===== src/tcg_pkg.sv =====
package tcg_pkg;
  // generator running modes
  typedef enum logic [2:0] {
    TCG_MODE_OFF       = 3'h0,
    TCG_MODE_FREE      = 3'h1,
    TCG_MODE_FREE_MUTE = 3'h2,
    TCG_MODE_REC_RUN   = 3'h3,
    TCG_MODE_AUTO_MUTE = 3'h4,
    TCG_MODE_EXT_LTC   = 3'h5,
    TCG_MODE_EXT_HALT  = 3'h6,
    TCG_MODE_EXT_VID   = 3'h7
  } tcg_mode_e;

  // file-stamp frame rates, audio mode
  typedef enum logic [2:0] {
    TCG_RATE_23976 = 3'h0,
    TCG_RATE_24    = 3'h1,
    TCG_RATE_25    = 3'h2,
    TCG_RATE_2997  = 3'h3,
    TCG_RATE_2997D = 3'h4,
    TCG_RATE_30    = 3'h5,
    TCG_RATE_30D   = 3'h6
  } tcg_rate_e;

  // take trigger state machine, gray along idle-qualify-armed
  typedef enum logic [1:0] {
    TCG_TRG_IDLE  = 2'b00,
    TCG_TRG_QUAL  = 2'b01,
    TCG_TRG_ARMED = 2'b11
  } tcg_trg_e;

  localparam logic [2:0] TCG_REF_A_INT = 3'h0;
  localparam logic [2:0] TCG_REF_A_WCLK = 3'h1;
  localparam logic [2:0] TCG_REF_A_VREF = 3'h2;
  localparam logic [2:0] TCG_REF_A_AES = 3'h3;
  localparam logic [2:0] TCG_REF_A_NET = 3'h4;
  localparam logic [2:0] TCG_REF_A_VIN = 3'h5;
  localparam logic [1:0] TCG_REF_V_INT = 2'h0;
  localparam logic [1:0] TCG_REF_V_VREF = 2'h1;
  localparam logic [1:0] TCG_REF_V_VIN = 2'h2;

  // sync out: 0 off, 1..19 genlock formats on internal clock, 20/21 follow video
  localparam logic [4:0] TCG_SYNC_OFF = 5'h00;
  localparam logic [4:0] TCG_SYNC_FMT_LAST = 5'h13;
  localparam logic [4:0] TCG_SYNC_GL_FOLLOW = 5'h14;
  localparam logic [4:0] TCG_SYNC_WC_FOLLOW = 5'h15;
  localparam logic [1:0] TCG_SYNC_SRC_NONE = 2'h0;
  localparam logic [1:0] TCG_SYNC_SRC_GEN = 2'h1;
  localparam logic [1:0] TCG_SYNC_SRC_GL_VIN = 2'h2;
  localparam logic [1:0] TCG_SYNC_SRC_WC_VIN = 2'h3;

  localparam logic [1:0] TCG_UB_USER = 2'h0;
  localparam logic [1:0] TCG_UB_MDY = 2'h1;
  localparam logic [1:0] TCG_UB_DMY = 2'h2;

  localparam logic [4:0] TCG_HOURS_MAX = 5'd23;
  localparam logic [5:0] TCG_MIN_MAX = 6'd59;
  localparam logic [5:0] TCG_SEC_MAX = 6'd59;
  localparam logic [4:0] TCG_FRAMES_RST = 5'h00;
  localparam logic [7:0] TCG_UB_RST = 8'h00;
  localparam logic [3:0] TCG_HOLDOFF_MAX = 4'd8;
  localparam logic signed [4:0] TCG_OFS_MIN = -5'sd10;
  localparam logic signed [4:0] TCG_OFS_MAX = 5'sd10;

  // one second tick at 10 MHz system clock
  localparam int TCG_CLK_HZ = 10000000;
  localparam int TCG_SEC_MS = 1000;
  localparam logic [23:0] TCG_SEC_CYC = 24'(TCG_CLK_HZ / 1000 * TCG_SEC_MS);
endpackage


===== src/tcg_frame_cnt.sv =====
`timescale 1ns/100ps
// frame counter with rollover and drop-frame skipping
module tcg_frame_cnt (
  input wire logic sys_clk,
  input wire logic rst_n,
  input wire logic clk_en,
  input wire logic load,
  input wire logic [4:0] ld_hh,
  input wire logic [5:0] ld_mm,
  input wire logic [5:0] ld_ss,
  input wire logic [4:0] ld_ff,
  input wire logic adv,
  input wire logic drop_frame_variant,
  input wire logic [4:0] last_frame,
  output logic [4:0] hh_q,
  output logic [5:0] mm_q,
  output logic [5:0] ss_q,
  output logic [4:0] ff_q
);
  logic [4:0] hh_d;
  logic [5:0] mm_d;
  logic [5:0] ss_d;
  logic [4:0] ff_d;
  wire f_wrap = (ff_q >= last_frame);
  wire s_wrap = f_wrap && (ss_q == tcg_pkg::TCG_SEC_MAX);
  wire m_wrap = s_wrap && (mm_q == tcg_pkg::TCG_MIN_MAX);
  wire h_wrap = m_wrap && (hh_q == tcg_pkg::TCG_HOURS_MAX);
  wire [5:0] mm_nx = m_wrap ? 6'h00 : mm_q + 6'h01;
  // skip frames 0 and 1 on new minute unless minute is a multiple of ten
  wire skip = drop_frame_variant && s_wrap && ((mm_nx % 6'd10) != 6'h00);

  always_comb begin
    hh_d = hh_q;
    mm_d = mm_q;
    ss_d = ss_q;
    ff_d = ff_q;
    if (load) begin
      hh_d = ld_hh;
      mm_d = ld_mm;
      ss_d = ld_ss;
      ff_d = ld_ff;
    end else if (adv) begin
      ff_d = f_wrap ? (skip ? 5'h02 : 5'h00) : ff_q + 5'h01;
      if (f_wrap) ss_d = s_wrap ? 6'h00 : ss_q + 6'h01;
      if (s_wrap) mm_d = mm_nx;
      if (m_wrap) hh_d = h_wrap ? 5'h00 : hh_q + 5'h01;
    end
  end

  always_ff @(posedge sys_clk) begin
    if (!rst_n) begin
      hh_q <= 5'h00;
      mm_q <= 6'h00;
      ss_q <= 6'h00;
      ff_q <= tcg_pkg::TCG_FRAMES_RST;
    end else if (clk_en) begin
      hh_q <= hh_d;
      mm_q <= mm_d;
      ss_q <= ss_d;
      ff_q <= ff_d;
    end
  end
endmodule // tcg_frame_cnt


===== src/tcg_top.sv =====
`timescale 1ns/100ps
module tcg_top (
  input wire logic sys_clk,
  input wire logic rst_n,
  input wire logic clk_en,
  input wire logic frame_tick,
  input wire logic [2:0] tc_mode,
  input wire logic video_mode,
  input wire logic recording,
  input wire logic drop_frame_en,
  input wire logic [2:0] file_rate,
  input wire logic preset_stb,
  input wire logic [4:0] preset_hh,
  input wire logic [5:0] preset_mm,
  input wire logic [5:0] preset_ss,
  input wire logic [4:0] preset_ff,
  input wire logic [1:0] ub_slot_sel,
  input wire logic ub_wr,
  input wire logic [7:0] ub_wdata,
  input wire logic [1:0] ub_format,
  input wire logic [7:0] sys_month,
  input wire logic [7:0] sys_day,
  input wire logic [7:0] sys_year,
  input wire logic [4:0] tod_hh,
  input wire logic [5:0] tod_mm,
  input wire logic [5:0] tod_ss,
  input wire logic jam_rx_stb,
  input wire logic jam_tod_stb,
  input wire logic rx_valid,
  input wire logic [4:0] rx_hh,
  input wire logic [5:0] rx_mm,
  input wire logic [5:0] rx_ss,
  input wire logic [4:0] rx_ff,
  input wire logic [31:0] rx_user_bits,
  input wire logic tc_trigger_en,
  input wire logic [3:0] holdoff_sec,
  input wire logic signed [4:0] start_offset,
  input wire logic file_start_stb,
  input wire logic [2:0] audio_ref_sel,
  input wire logic [1:0] video_ref_sel,
  input wire logic [4:0] sync_out_sel,
  input wire logic jam_view_open,
  output logic [23:0] generator_timecode_value,
  output logic [31:0] user_bit_groups,
  output logic gen_drop_frame_q,
  output logic gen_running_q,
  output logic gen_mute_q,
  output logic [23:0] file_start_tc_q,
  output logic [2:0] file_rate_q,
  output logic take_start_q,
  output logic [2:0] clk_ref_q,
  output logic [1:0] sync_src_q,
  output logic [4:0] sync_fmt_q,
  output logic [23:0] view_rx_tc_q,
  output logic [31:0] view_rx_ub_q,
  output logic [23:0] view_gen_tc_q,
  output logic [31:0] view_gen_ub_q
);
  logic [7:0] user_bit_slots [4];
  logic [4:0] hh;
  logic [5:0] mm;
  logic [5:0] ss;
  logic [4:0] ff;
  tcg_pkg::tcg_trg_e trg_q;
  tcg_pkg::tcg_trg_e trg_d;
  logic [23:0] sec_cnt_q;
  logic [3:0] held_q;

  function automatic logic [4:0] last_of(input logic [2:0] r);
    case (r)
      tcg_pkg::TCG_RATE_25: last_of = 5'd24;
      tcg_pkg::TCG_RATE_23976, tcg_pkg::TCG_RATE_24: last_of = 5'd23;
      default: last_of = 5'd29;
    endcase
  endfunction

  function automatic logic is_drop(input logic [2:0] r);
    is_drop = (r == tcg_pkg::TCG_RATE_2997D) || (r == tcg_pkg::TCG_RATE_30D);
  endfunction

  // video mode ignores the audio file rate; uses 29.97 counting plus drop enable
  wire [2:0] eff_rate = video_mode ? tcg_pkg::TCG_RATE_2997 : file_rate;
  wire drop_frame_variant = drop_frame_en || (!video_mode && is_drop(file_rate));
  wire [2:0] mode = tc_mode;
  wire ext_mode = (mode == tcg_pkg::TCG_MODE_EXT_LTC) || (mode == tcg_pkg::TCG_MODE_EXT_HALT)
    || (mode == tcg_pkg::TCG_MODE_EXT_VID);
  wire run_free = (mode == tcg_pkg::TCG_MODE_FREE) || (mode == tcg_pkg::TCG_MODE_FREE_MUTE);
  wire run_rec = (mode == tcg_pkg::TCG_MODE_REC_RUN) && recording;
  // ltc halt freezes the generator when the received code drops out
  wire run_ext = ext_mode && (rx_valid || mode != tcg_pkg::TCG_MODE_EXT_HALT);
  wire running = run_free || run_rec || run_ext;
  wire mute = (mode == tcg_pkg::TCG_MODE_FREE_MUTE) || (mode == tcg_pkg::TCG_MODE_AUTO_MUTE)
    ? !recording : (mode == tcg_pkg::TCG_MODE_OFF);
  // ext modes follow the received value on each valid frame
  wire ext_follow = ext_mode && rx_valid && frame_tick;
  wire do_jam_rx = jam_rx_stb || ext_follow;
  wire load = preset_stb || jam_tod_stb || do_jam_rx;
  // priority: preset, then time of day, then received code
  wire [4:0] ld_hh = preset_stb ? preset_hh : jam_tod_stb ? tod_hh : rx_hh;
  wire [5:0] ld_mm = preset_stb ? preset_mm : jam_tod_stb ? tod_mm : rx_mm;
  wire [5:0] ld_ss = preset_stb ? preset_ss : jam_tod_stb ? tod_ss : rx_ss;
  wire [4:0] ld_ff = preset_stb ? preset_ff : jam_tod_stb ? 5'h00 : rx_ff;

  tcg_frame_cnt u_cnt (
    .sys_clk(sys_clk),
    .rst_n(rst_n),
    .clk_en(clk_en),
    .load(load),
    .ld_hh(ld_hh),
    .ld_mm(ld_mm),
    .ld_ss(ld_ss),
    .ld_ff(ld_ff),
    .adv(frame_tick && running),
    .drop_frame_variant(drop_frame_variant),
    .last_frame(last_of(eff_rate)),
    .hh_q(hh),
    .mm_q(mm),
    .ss_q(ss),
    .ff_q(ff)
  );

  // packed binary fields, frames in the low five bits for the stamp splice
  wire [23:0] gen_tc = {2'b00, hh, mm, ss, ff};

  // user bit slots; date layouts overwrite slots 0..2
  wire date_fmt = (ub_format == tcg_pkg::TCG_UB_MDY) || (ub_format == tcg_pkg::TCG_UB_DMY);
  wire [7:0] ub0 = (ub_format == tcg_pkg::TCG_UB_MDY) ? sys_month
    : (ub_format == tcg_pkg::TCG_UB_DMY) ? sys_day : user_bit_slots[0];
  wire [7:0] ub1 = (ub_format == tcg_pkg::TCG_UB_MDY) ? sys_day
    : (ub_format == tcg_pkg::TCG_UB_DMY) ? sys_month : user_bit_slots[1];
  wire [7:0] ub2 = date_fmt ? sys_year : user_bit_slots[2];
  wire [31:0] gen_ub = {ub0, ub1, ub2, user_bit_slots[3]};

  genvar gi;
  generate
    for (gi = 0; gi < 4; gi++) begin : g_ub
      // grayed slots refuse writes in date layouts
      wire wr_ok = ub_wr && (ub_slot_sel == 2'(gi)) && (gi == 3 || !date_fmt);
      always_ff @(posedge sys_clk) begin
        if (!rst_n) begin
          user_bit_slots[gi] <= tcg_pkg::TCG_UB_RST;
        end else if (clk_en && wr_ok) begin
          user_bit_slots[gi] <= ub_wdata;
        end
      end
    end
  endgenerate

  // file start stamp: offset in frames, generator output untouched
  wire signed [4:0] ofs = (start_offset > tcg_pkg::TCG_OFS_MAX) ? tcg_pkg::TCG_OFS_MAX
    : (start_offset < tcg_pkg::TCG_OFS_MIN) ? tcg_pkg::TCG_OFS_MIN : start_offset;
  wire signed [6:0] ff_ofs = $signed({2'b00, ff}) + 7'(ofs);
  // limitation: offset saturates inside the current second, no borrow/carry
  wire [4:0] ff_stamp = (ff_ofs < 7'sd0) ? 5'h00
    : (ff_ofs > $signed({2'b00, last_of(eff_rate)})) ? last_of(eff_rate) : ff_ofs[4:0];

  // hold-off qualifier for timecode-triggered takes
  wire [3:0] hold_lim = (holdoff_sec > tcg_pkg::TCG_HOLDOFF_MAX) ? tcg_pkg::TCG_HOLDOFF_MAX : holdoff_sec;
  wire sec_tick = (sec_cnt_q == tcg_pkg::TCG_SEC_CYC - 24'h1);
  wire qual_done = (held_q >= hold_lim);
  always_comb begin
    trg_d = trg_q;
    case (trg_q)
      tcg_pkg::TCG_TRG_IDLE: if (tc_trigger_en && rx_valid) trg_d = tcg_pkg::TCG_TRG_QUAL;
      tcg_pkg::TCG_TRG_QUAL: begin
        if (!rx_valid || !tc_trigger_en) trg_d = tcg_pkg::TCG_TRG_IDLE;
        else if (qual_done) trg_d = tcg_pkg::TCG_TRG_ARMED;
      end
      tcg_pkg::TCG_TRG_ARMED: if (!rx_valid || !tc_trigger_en) trg_d = tcg_pkg::TCG_TRG_IDLE;
      default: trg_d = tcg_pkg::TCG_TRG_IDLE;
    endcase
  end
  wire fire = (trg_q == tcg_pkg::TCG_TRG_QUAL) && trg_d == tcg_pkg::TCG_TRG_ARMED;

  always_ff @(posedge sys_clk) begin
    if (!rst_n) begin
      trg_q <= tcg_pkg::TCG_TRG_IDLE;
      sec_cnt_q <= 24'h000000;
      held_q <= 4'h0;
    end else if (clk_en) begin
      trg_q <= trg_d;
      sec_cnt_q <= (trg_q != tcg_pkg::TCG_TRG_QUAL || sec_tick) ? 24'h000000 : sec_cnt_q + 24'h000001;
      held_q <= (trg_q != tcg_pkg::TCG_TRG_QUAL) ? 4'h0 : held_q + {3'b000, sec_tick};
    end
  end

  // reference and sync-out selection
  wire [2:0] ref_sel = video_mode ? {1'b0, video_ref_sel} : audio_ref_sel;
  wire [1:0] sync_src = (sync_out_sel == tcg_pkg::TCG_SYNC_OFF) ? tcg_pkg::TCG_SYNC_SRC_NONE
    : (sync_out_sel <= tcg_pkg::TCG_SYNC_FMT_LAST) ? tcg_pkg::TCG_SYNC_SRC_GEN
    : (sync_out_sel == tcg_pkg::TCG_SYNC_GL_FOLLOW) ? tcg_pkg::TCG_SYNC_SRC_GL_VIN
    : (sync_out_sel == tcg_pkg::TCG_SYNC_WC_FOLLOW) ? tcg_pkg::TCG_SYNC_SRC_WC_VIN
    : tcg_pkg::TCG_SYNC_SRC_NONE;
  wire ref_ok = video_mode ? (video_ref_sel <= tcg_pkg::TCG_REF_V_VIN) : (audio_ref_sel <= tcg_pkg::TCG_REF_A_VIN);

  always_ff @(posedge sys_clk) begin
    if (!rst_n) begin
      generator_timecode_value <= 24'h000000;
      user_bit_groups <= 32'h00000000;
      gen_drop_frame_q <= 1'b0;
      gen_running_q <= 1'b0;
      gen_mute_q <= 1'b1;
      file_start_tc_q <= 24'h000000;
      file_rate_q <= tcg_pkg::TCG_RATE_2997;
      take_start_q <= 1'b0;
      clk_ref_q <= tcg_pkg::TCG_REF_A_INT;
      sync_src_q <= tcg_pkg::TCG_SYNC_SRC_NONE;
      sync_fmt_q <= tcg_pkg::TCG_SYNC_OFF;
      view_rx_tc_q <= 24'h000000;
      view_rx_ub_q <= 32'h00000000;
      view_gen_tc_q <= 24'h000000;
      view_gen_ub_q <= 32'h00000000;
    end else if (clk_en) begin
      generator_timecode_value <= gen_tc;
      user_bit_groups <= gen_ub;
      gen_drop_frame_q <= drop_frame_variant;
      gen_running_q <= running;
      gen_mute_q <= mute;
      if (file_start_stb) begin
        file_start_tc_q <= {gen_tc[23:5], ff_stamp};
        file_rate_q <= eff_rate;
      end
      take_start_q <= fire;
      if (ref_ok) clk_ref_q <= ref_sel;
      sync_src_q <= sync_src;
      sync_fmt_q <= (sync_src == tcg_pkg::TCG_SYNC_SRC_GEN) ? sync_out_sel : tcg_pkg::TCG_SYNC_OFF;
      if (jam_view_open) begin
        view_rx_tc_q <= {2'b00, rx_hh, rx_mm, rx_ss, rx_ff};
        view_rx_ub_q <= rx_user_bits;
        view_gen_tc_q <= gen_tc;
        view_gen_ub_q <= gen_ub;
      end
    end
  end
endmodule // tcg_top


===== config.mk =====
export PLATFORM = sky130hd
export DESIGN_NAME = tcg_top
export DESIGN_NICKNAME = d
export VERILOG_FILES = /design/src/tcg_pkg.sv /design/src/tcg_frame_cnt.sv /design/src/tcg_top.sv
export SDC_FILE = /design/constraint.sdc
export NUM_CORES = 1
export LEC_CHECK = 0
export ABC_AREA = 1
export BUFFER_PORTS_ARGS = -buffer_cell sky130_fd_sc_hd__buf_2
export CELL_PAD_IN_SITES_DETAIL_PLACEMENT = 0
export CELL_PAD_IN_SITES_GLOBAL_PLACEMENT = 2
export CORE_MARGIN = 2
export CORE_UTILIZATION = 26
export DETAILED_ROUTE_END_ITERATION = 10
export GPL_TIMING_DRIVEN = 0
export PLACE_DENSITY = 0.75
export SYNTH_ARGS = -nofsm -noshare
export SYNTH_HDL_FRONTEND = slang
export SYNTH_HIERARCHICAL = 1
export SYNTH_SLANG_ARGS = --single-unit

===== constraint.sdc =====
create_clock -name sys_clk -period 2.75 [get_ports sys_clk]
set_input_delay 0.1375 -clock sys_clk [delete_from_list [all_inputs] [get_ports sys_clk]]
set_output_delay 0.1375 -clock sys_clk [all_outputs]
set_load 0.02 [all_outputs]

; Word-level counts from Yosys, hierarchy flattened
; Memory sizes are Yosys's and may differ from the RTL's.
; Index checks and enable logic that the tools add are counted.
[op_classes]
mux = 68
n_shift = 0
eq_ne = 28
n_mul = 0
bitwise_logic = 4
addsub = 7
div_mod_pow = 1
magnitude_cmp = 10
n_reduce_logical = 62
[ops]
columns = cell, count
row1 = 5-bit 2-to-1 mux, 16
row2 = 6-bit 2-to-1 mux, 12
row3 = 8-bit 2-to-1 mux, 9
row4 = 24-bit by 1-bit adder with 24-bit output (second input constant), 1
row5 = 24-bit == test (second input constant), 1
row6 = 1-bit logical AND, 24
row7 = 24-bit 2-to-1 mux, 1
row8 = 3-bit == test (second input constant), 6
row9 = 2-bit 2-to-1 mux, 9
row10 = 5-bit == test (second input constant), 3
row11 = 1-bit logical OR, 15
row12 = 1-bit 2-to-1 mux, 15
row13 = 6-bit by 1-bit adder with 6-bit output (second input constant), 2
row14 = 6-bit == test (second input constant), 2
row15 = 5-bit by 1-bit adder with 5-bit output (second input constant), 2
row16 = 2-bit == test (second input constant), 5
row17 = 3-bit by 2-bit == test with 1-bit output (second input constant), 3
row18 = 3-bit AND reduction, 3
row19 = 2-bit by 1-bit == test with 1-bit output (second input constant), 4
row20 = 4-bit 2-to-1 mux, 2
row21 = 4-bit case mux with 2 select lines, 1
row22 = 2-bit AND reduction, 4
row23 = 2-bit nonzero test, 4
row24 = 6-bit by 5-bit adder with 7-bit output, 1
row25 = other kinds (24), 35
[word_totals]
in_bits = 169
latchBits = 0
memories = 1
romBits = 0
mem_bits_rw = 32
word_cells = 203
reg_bits = 253
out_inout_bits = 209
[mem_list]
columns = memory, words, width, rd, rd_ports_with_merged_regs, write_ports, line_no
row1 = user_bit_slots, 4, 8, 4, 0, 4, tcg_top.sv:59  ; logic [7:0] user_bit_slots [4];

; Logic depth before layout (Yosys ltp)
[depth]
ltp_word = 15
ltp_mapped = 29
depth_no_buf = 29

; By module
; Netlist, hierarchy kept.
[modules_own_cells]
columns = mod, seq_area_each_um2, cells_per_inst, instances, area_per_inst_um2
row1 = tcg_top, 5585.4, 1470, 1, 11223.3
row2 = tcg_frame_cnt, 440.4, 262, 1, 1808.0

; Worst setup path after synthesis
; No wires, ideal clock.
[synth_path]
path_kind = in2reg
start = in video_mode
end = reg u_cnt.ff_q[1]
setup_slack_ps = -253
setup_time_ps = 125
n_path_buf = 0
t_arrival_ps = 2878
required_ps = 2625
path_stages = 29
cell_sequence = nor2_1 -> inv_1 -> nor3_1 -> inv_1 -> inv_1 -> ha_1 -> nand2_1 -> nand2_1 -> nand2_1 -> nand3_2 -> nand3_4 -> nand2_2 -> ha_1 -> inv_1 -> nand3_2 -> nand2_2 -> nand2_2 -> nand2_2 -> nand2_2 -> nand2_2 -> inv_1 -> ha_1 -> nand3_1 -> nand3_1 -> nand2_1 -> nor2_1 -> nand3_1 -> nand2_1 -> a21oi_2
[synth_between]
elab_chain_cells = 15
word_cells_on_any_way = 21
classes_between = div (1) / order compare (1) / eq/ne (2) / mux (7) / reduce/logical (10)
[synth_lines]
columns = element, line_no
row1 = start: declaration, tcg_top.sv:8  ; input wire logic video_mode,
row2 = 3-bit 2-to-1 mux, tcg_top.sv:82  ; wire [2:0] eff_rate = video_mode ? tcg_pkg::TCG_RATE_2997 : file_rate;
row3 = 3-bit by 1-bit == test with 1-bit output / 3-bit logical NOT (equally long branches), tcg_top.sv:70  ; case (r)
row4 = 2-bit OR reduction, tcg_top.sv:70
row5 = 4-bit case mux with 2 select lines, tcg_top.sv:70
row6 = 5-bit >= comparator, tcg_frame_cnt.sv:24  ; wire f_wrap = (ff_q >= last_frame);
row7 = 1-bit logical AND, tcg_frame_cnt.sv:25  ; wire s_wrap = f_wrap && (ss_q == tcg_pkg::TCG_SEC_MAX);
row8 = 1-bit logical AND, tcg_frame_cnt.sv:26  ; wire m_wrap = s_wrap && (mm_q == tcg_pkg::TCG_MIN_MAX);
row9 = 6-bit 2-to-1 mux, tcg_frame_cnt.sv:28  ; wire [5:0] mm_nx = m_wrap ? 6'h00 : mm_q + 6'h01;
row10 = 6-bit by 4-bit modulo with 6-bit output, tcg_frame_cnt.sv:30  ; wire skip = drop_frame_variant && s_wrap && ((mm_nx % 6'd10) != 6'h00);
row11 = 6-bit nonzero test, tcg_frame_cnt.sv:30
row12 = 1-bit logical AND, tcg_frame_cnt.sv:30
row13 = 2-bit 2-to-1 mux, tcg_frame_cnt.sv:43  ; ff_d = f_wrap ? (skip ? 5'h02 : 5'h00) : ff_q + 5'h01;
row14 = 5-bit 2-to-1 mux *, tcg_frame_cnt.sv:43
row15 = 5-bit 2-to-1 mux *, tcg_frame_cnt.sv:42  ; end else if (adv) begin
row16 = 5-bit 2-to-1 mux *, tcg_frame_cnt.sv:37  ; if (load) begin
row17 = end signal: assignment, tcg_frame_cnt.sv:55  ; ff_q <= tcg_pkg::TCG_FRAMES_RST;
row18 = end: declaration, tcg_frame_cnt.sv:18  ; output logic [4:0] ff_q
; Every way passes the cells marked *; elsewhere a longest branch is shown, timed or not. The select of a mux whose other input is x is not followed.
; A chain may end at the register's enable or synchronous reset.

; Worst setup path in the final report
[layout_path]
start = reg u_cnt.ff_q[3]
end = reg u_cnt.ff_q[1]
[layout_between]
elab_chain_cells = 11
word_cells_on_any_way = 12
classes_between = div (1) / order compare (1) / mux (5) / reduce/logical (5)
[layout_lines]
columns = element, line_no
row1 = 5-bit >= comparator *, tcg_frame_cnt.sv:24
row2 = 1-bit logical AND, tcg_frame_cnt.sv:25
row3 = 1-bit logical AND, tcg_frame_cnt.sv:26
row4 = 6-bit 2-to-1 mux, tcg_frame_cnt.sv:28
row5 = 6-bit by 4-bit modulo with 6-bit output, tcg_frame_cnt.sv:30
row6 = 6-bit nonzero test, tcg_frame_cnt.sv:30
row7 = 1-bit logical AND, tcg_frame_cnt.sv:30
row8 = 2-bit 2-to-1 mux, tcg_frame_cnt.sv:43
row9 = 5-bit 2-to-1 mux *, tcg_frame_cnt.sv:43
row10 = 5-bit 2-to-1 mux *, tcg_frame_cnt.sv:42
row11 = 5-bit 2-to-1 mux *, tcg_frame_cnt.sv:37
; Marked as above.

==> insert_results.sql <==
INSERT INTO impl_metrics (metric_group, metric, value, unit) VALUES
('logic_synthesis', 'syn-mean-instance-area', '7.52', 'um^2'),
('logic_synthesis', 'synth_top_flop_cell', 'sky130_fd_sc_hd__dfxtp_1', ''),
('die', 'initial_utilization', '0.261', ''),
('route', 'dr.first_iter.drc_count', '970', ''),
('worst_hold_path', 'holdCritPathClass', 'input pin to flop', ''),
('sta', 'maxSlewHeadroom', '0.348', ''),
('pwr', 'power-per-cell-area', '628', 'nW/um^2'),
('sta', 'setup_viol', '1', ''),
('worst_setup_path', 'ws_path_type', 'flop to flop', ''),
('worst_setup_path', 'critPathArrivalTime', '3.20', 'ns'),
('pwr', 'leakage', '0.00833', 'uW'),
('outcome', 'failed_checks', 'setup timing', ''),
('route', 'detail_route.vias_per_cell', '4.64', ''),
('pwr', 'netSwitchingPower', '3420', 'uW'),
('finish', 'ff_latch_area', '6060', 'um^2'),
('die', 'floorplan.rows', '82', ''),
('worst_setup_path', 'crit_top_cell', 'sky130_fd_sc_hd__nand2_2', ''),
('worst_setup_path', 'critical_path.max_stage_delay', '0.36', 'ns'),
('die', 'total_die_area', '51900', 'um^2'),
('sta', 'post-route-worst-setup-slack', '-0.0190', 'ns'),
('pwr', 'power.share.switching', '0.296', ''),
('grt', 'grt_max_degree', '13', ''),
('logic_synthesis', 'yosys.area_share.adder', '0.0332', ''),
('worst_setup_path', 'critical_path.slowest_cell', 'sky130_fd_sc_hd__dfxtp_4', ''),
('clock_network', 'cts-htree-levels', '2', ''),
('placed_design', 'placed_cell_area', '15800', 'um^2'),
('clock_network', 'clock_sink_count', '285', ''),
('pwr', 'report.power.total', '11500', 'uW'),
('logic_synthesis', 'synth.ff_latch_count', '285', ''),
('finish', 'final_util', '0.369', ''),
('pwr', 'fraction_of_power_consumed_by_the_clock_network', '0.416', ''),
('placed_design', 'numPortBuffers', '368', ''),
('finish', 'multiInputGateArea', '6360', 'um^2'),
('route', 'via_count', '13700', ''),
('logic_synthesis', 'synth_simple_gate_area_share', '0.244', ''),
('logic_synthesis', 'yosysSeqAreaShare', '0.462', ''),
('pwr', 'comb_power_share', '0.180', ''),
('pwr', 'worst_ir_drop_vdd', '0.000364', 'V'),
('pwr', 'cell_internal_pwr', '8130', 'uW'),
('logic_synthesis', 'synthDominantAreaCellType', 'sky130_fd_sc_hd__dfxtp_1', ''),
('finish', 'layout_overhead_on_the_synthesized_area', '41.0', '%'),
('grt', 'first_global_vias', '13500', ''),
('placed_design', 'post-dp-hpwl', '40300', 'um'),
('clock_network', 'numCtsBuffers', '37', ''),
('logic_synthesis', 'synth_top_area_frac', '0.389', ''),
('outcome', 'status', 'finished, violations left', ''),
('placed_design', 'dp.cells', '2779', ''),
('sta', 'period_needed', '2.77', 'ns'),
('worst_setup_path', 'start_kind', 'flop', ''),
('placed_design', 'gp_routability_congestion', '0.844', ''),
('worst_setup_path', 'critPathMaxFanout', '4', ''),
('worst_setup_path', 'crit_required', '3.18', 'ns'),
('logic_synthesis', 'synth_most_common_cell', 'sky130_fd_sc_hd__nor2_1', ''),
('die', 'horizontal_extent_of_the_die', '228', 'um'),
('clock_network', 'cts-root-to-sink-buffers', '3', ''),
('logic_synthesis', 'mux_share_of_post_synthesis_cell_area', '0.00614', ''),
('logic_synthesis', 'yosys_warnings', '6', ''),
('logic_synthesis', 'synth.cells.most_frequent', '360 x sky130_fd_sc_hd__nor2_1, 253 x sky130_fd_sc_hd__dfxtp_1, 219 x sky130_fd_sc_hd__nand2_1', ''),
('finish', 'fillers', '5316', ''),
('logic_synthesis', 'synthArstFlopShare', '0', ''),
('sta', 'finalCritPeriodShare', '1.01', ''),
('worst_setup_path', 'end_kind', 'flop', ''),
('logic_synthesis', 'synth_compound_area_frac', '0.168', ''),
('logic_synthesis', 'synth.area.top_cells', 'sky130_fd_sc_hd__dfxtp_1 39%, sky130_fd_sc_hd__nor2_1 10%, sky130_fd_sc_hd__o21ai_0 8.1%', ''),
('sta', 'setup_tns', '-0.0190', 'ns'),
('pwr', 'seqPwrFrac', '0.404', ''),
('clock_network', 'clk_latency', '0.56', 'ns'),
('sta', 'unrepaired_setup_endpoints_after_global_routing', 'yes', ''),
('die', 'placeableCoreArea', '49900', 'um^2'),
('worst_setup_path', 'path_cells', 'ha_4 > nand2_4 > nor2_4 > nand2_2 > nand3_4 > nand3_4 > nand2_4 > ha_4 > inv_4 > nand3_2 > nand2_2 > nand2_2 > nand2_2 > nand2_2 > nand2_2 > inv_2 > ha_4 > nand3_2 > nand3_2 > nand2_1 > nor2_2 > nand3_2 > nand2_2 > a21oi_2', ''),
('finish', 'final_net_count', '2466', '');
==> state kept, by name (all words and copies together) (netlist names), 6 cells and up <==
signal and flops:
view_gen_tc_q 22, u_cnt/mm_q 6, user_bit_groups 32, u_cnt/ss_q 6, view_rx_tc_q 22, generator_timecode_value 22, sec_cnt_q 24, view_rx_ub_q 32
view_gen_ub_q 32, file_start_tc_q 22, user_bit_slots 32
==> metal layers <==
| layer | vias up | global-route usage | wire length [um] |
|---|---|---|---|
| met2 | 405 | 0.317 | 23600 |
| li1 | 6803 | - | - |
| met4 | 0 | 0.0494 | 1070 |
| met3 | 64 | 0.0404 | 3200 |
| met5 | - | 0 | 0 |
| met1 | 6460 | 0.275 | 25100 |
==> power groups by stage <==
stage	clock [uW]	combinational, uW	sequential (uW)
final	4800	2080	4660
after global routing	5110	2290	4690
after floorplan	0	889	4930
after CTS	4930	2050	4660
after detailed placement	0	1830	4770
after global placement	0	1830	4760
==> layout make-up <==
class | instances | share of cell area
antenna | 1 | 0.000136
buffer | 95 | 0.0219
clock buffer | 56 | 0.0603
clock inverter | 8 | 0.00490
inverter | 141 | 0.0292
multi-input combinational | 1217 | 0.346
sequential | 285 | 0.330
tap | 672 | 0.0458
timing repair buffer | 486 | 0.162
==> per-stage QoR <==
step	hold WS, ns	setup slack, ns
after floorplan	0.239	-0.0326
after global placement	0.379	-0.625
after detailed placement	0.379	-0.659
after CTS	0.00900	-0.0367
after global routing	0.0360	-0.167
final	0.0208	-0.0190
==> final timing paths <==
path	startpoint	end	slack [ns]	cells after the start
max	u_cnt/ff_q[3]$_SDFFE_PN0P_	u_cnt/ff_q[1]$_SDFFE_PN0P_	-0.02	24
min	preset_mm[1]	u_cnt/mm_q[1]$_SDFFE_PN0P_	0.02	5
max reg2reg	u_cnt/ff_q[3]$_SDFFE_PN0P_	u_cnt/ff_q[1]$_SDFFE_PN0P_	-0.02	24
min reg2reg	sync_fmt_q[3]$_SDFFE_PN0P_	sync_fmt_q[3]$_SDFFE_PN0P_	0.46	2
==> placed cells by master, fill, tap and decap left out, drive strengths merged, types with 2 or more instances in the layout <==
cell	instances
edfxtp	32
o21ai	215
o211ai	13
clkbuf	126
nor4	5
a221oi	10
conb	9
ha	33
inv	137
o21bai	2
buf	413
nand4	20
mux2i	8
clkinvlp	2
a21oi	148
nand2	232
a22oi	2
a31oi	3
dlygate4sd3	98
xnor2	4
nand3	72
dfxtp	253
xor2	16
a22o	5
clkinv	9
nor2	366
a211oi	5
o21a	2
nor3	30
or2	8
==> repair_timing <==
action                     in CTS  in global routing
gates cloned                    0                  0
hold endpoints to repair      131                  0
setup buffers                  20                  0
pin swaps                      13                 22
hold buffers                   98                  0
gates resized for setup        38                 24
setup endpoints to repair       6                 18
==> critical path, delay by kind of cell (launching register included) <==
family | cells | cell delay [ns]
simple gates | 18 | 1.39
flops | 1 | 0.36
buf+inv | 2 | 0.10
fa+ha+maj | 3 | 0.74
compound gates | 1 | 0.05
==> logic make-up after synthesis <==
logic type               after synthesis
adder cells (fa/ha/maj)               34
flip-flops                           285
AO/OA/AOI/OAI                        409
multiplexers                           8
other                                  2
buffers and inverters                237
XOR/XNOR                              20
AND/OR/NAND/NOR                      737
No activity file was read; power rests on OpenSTA's default activity.
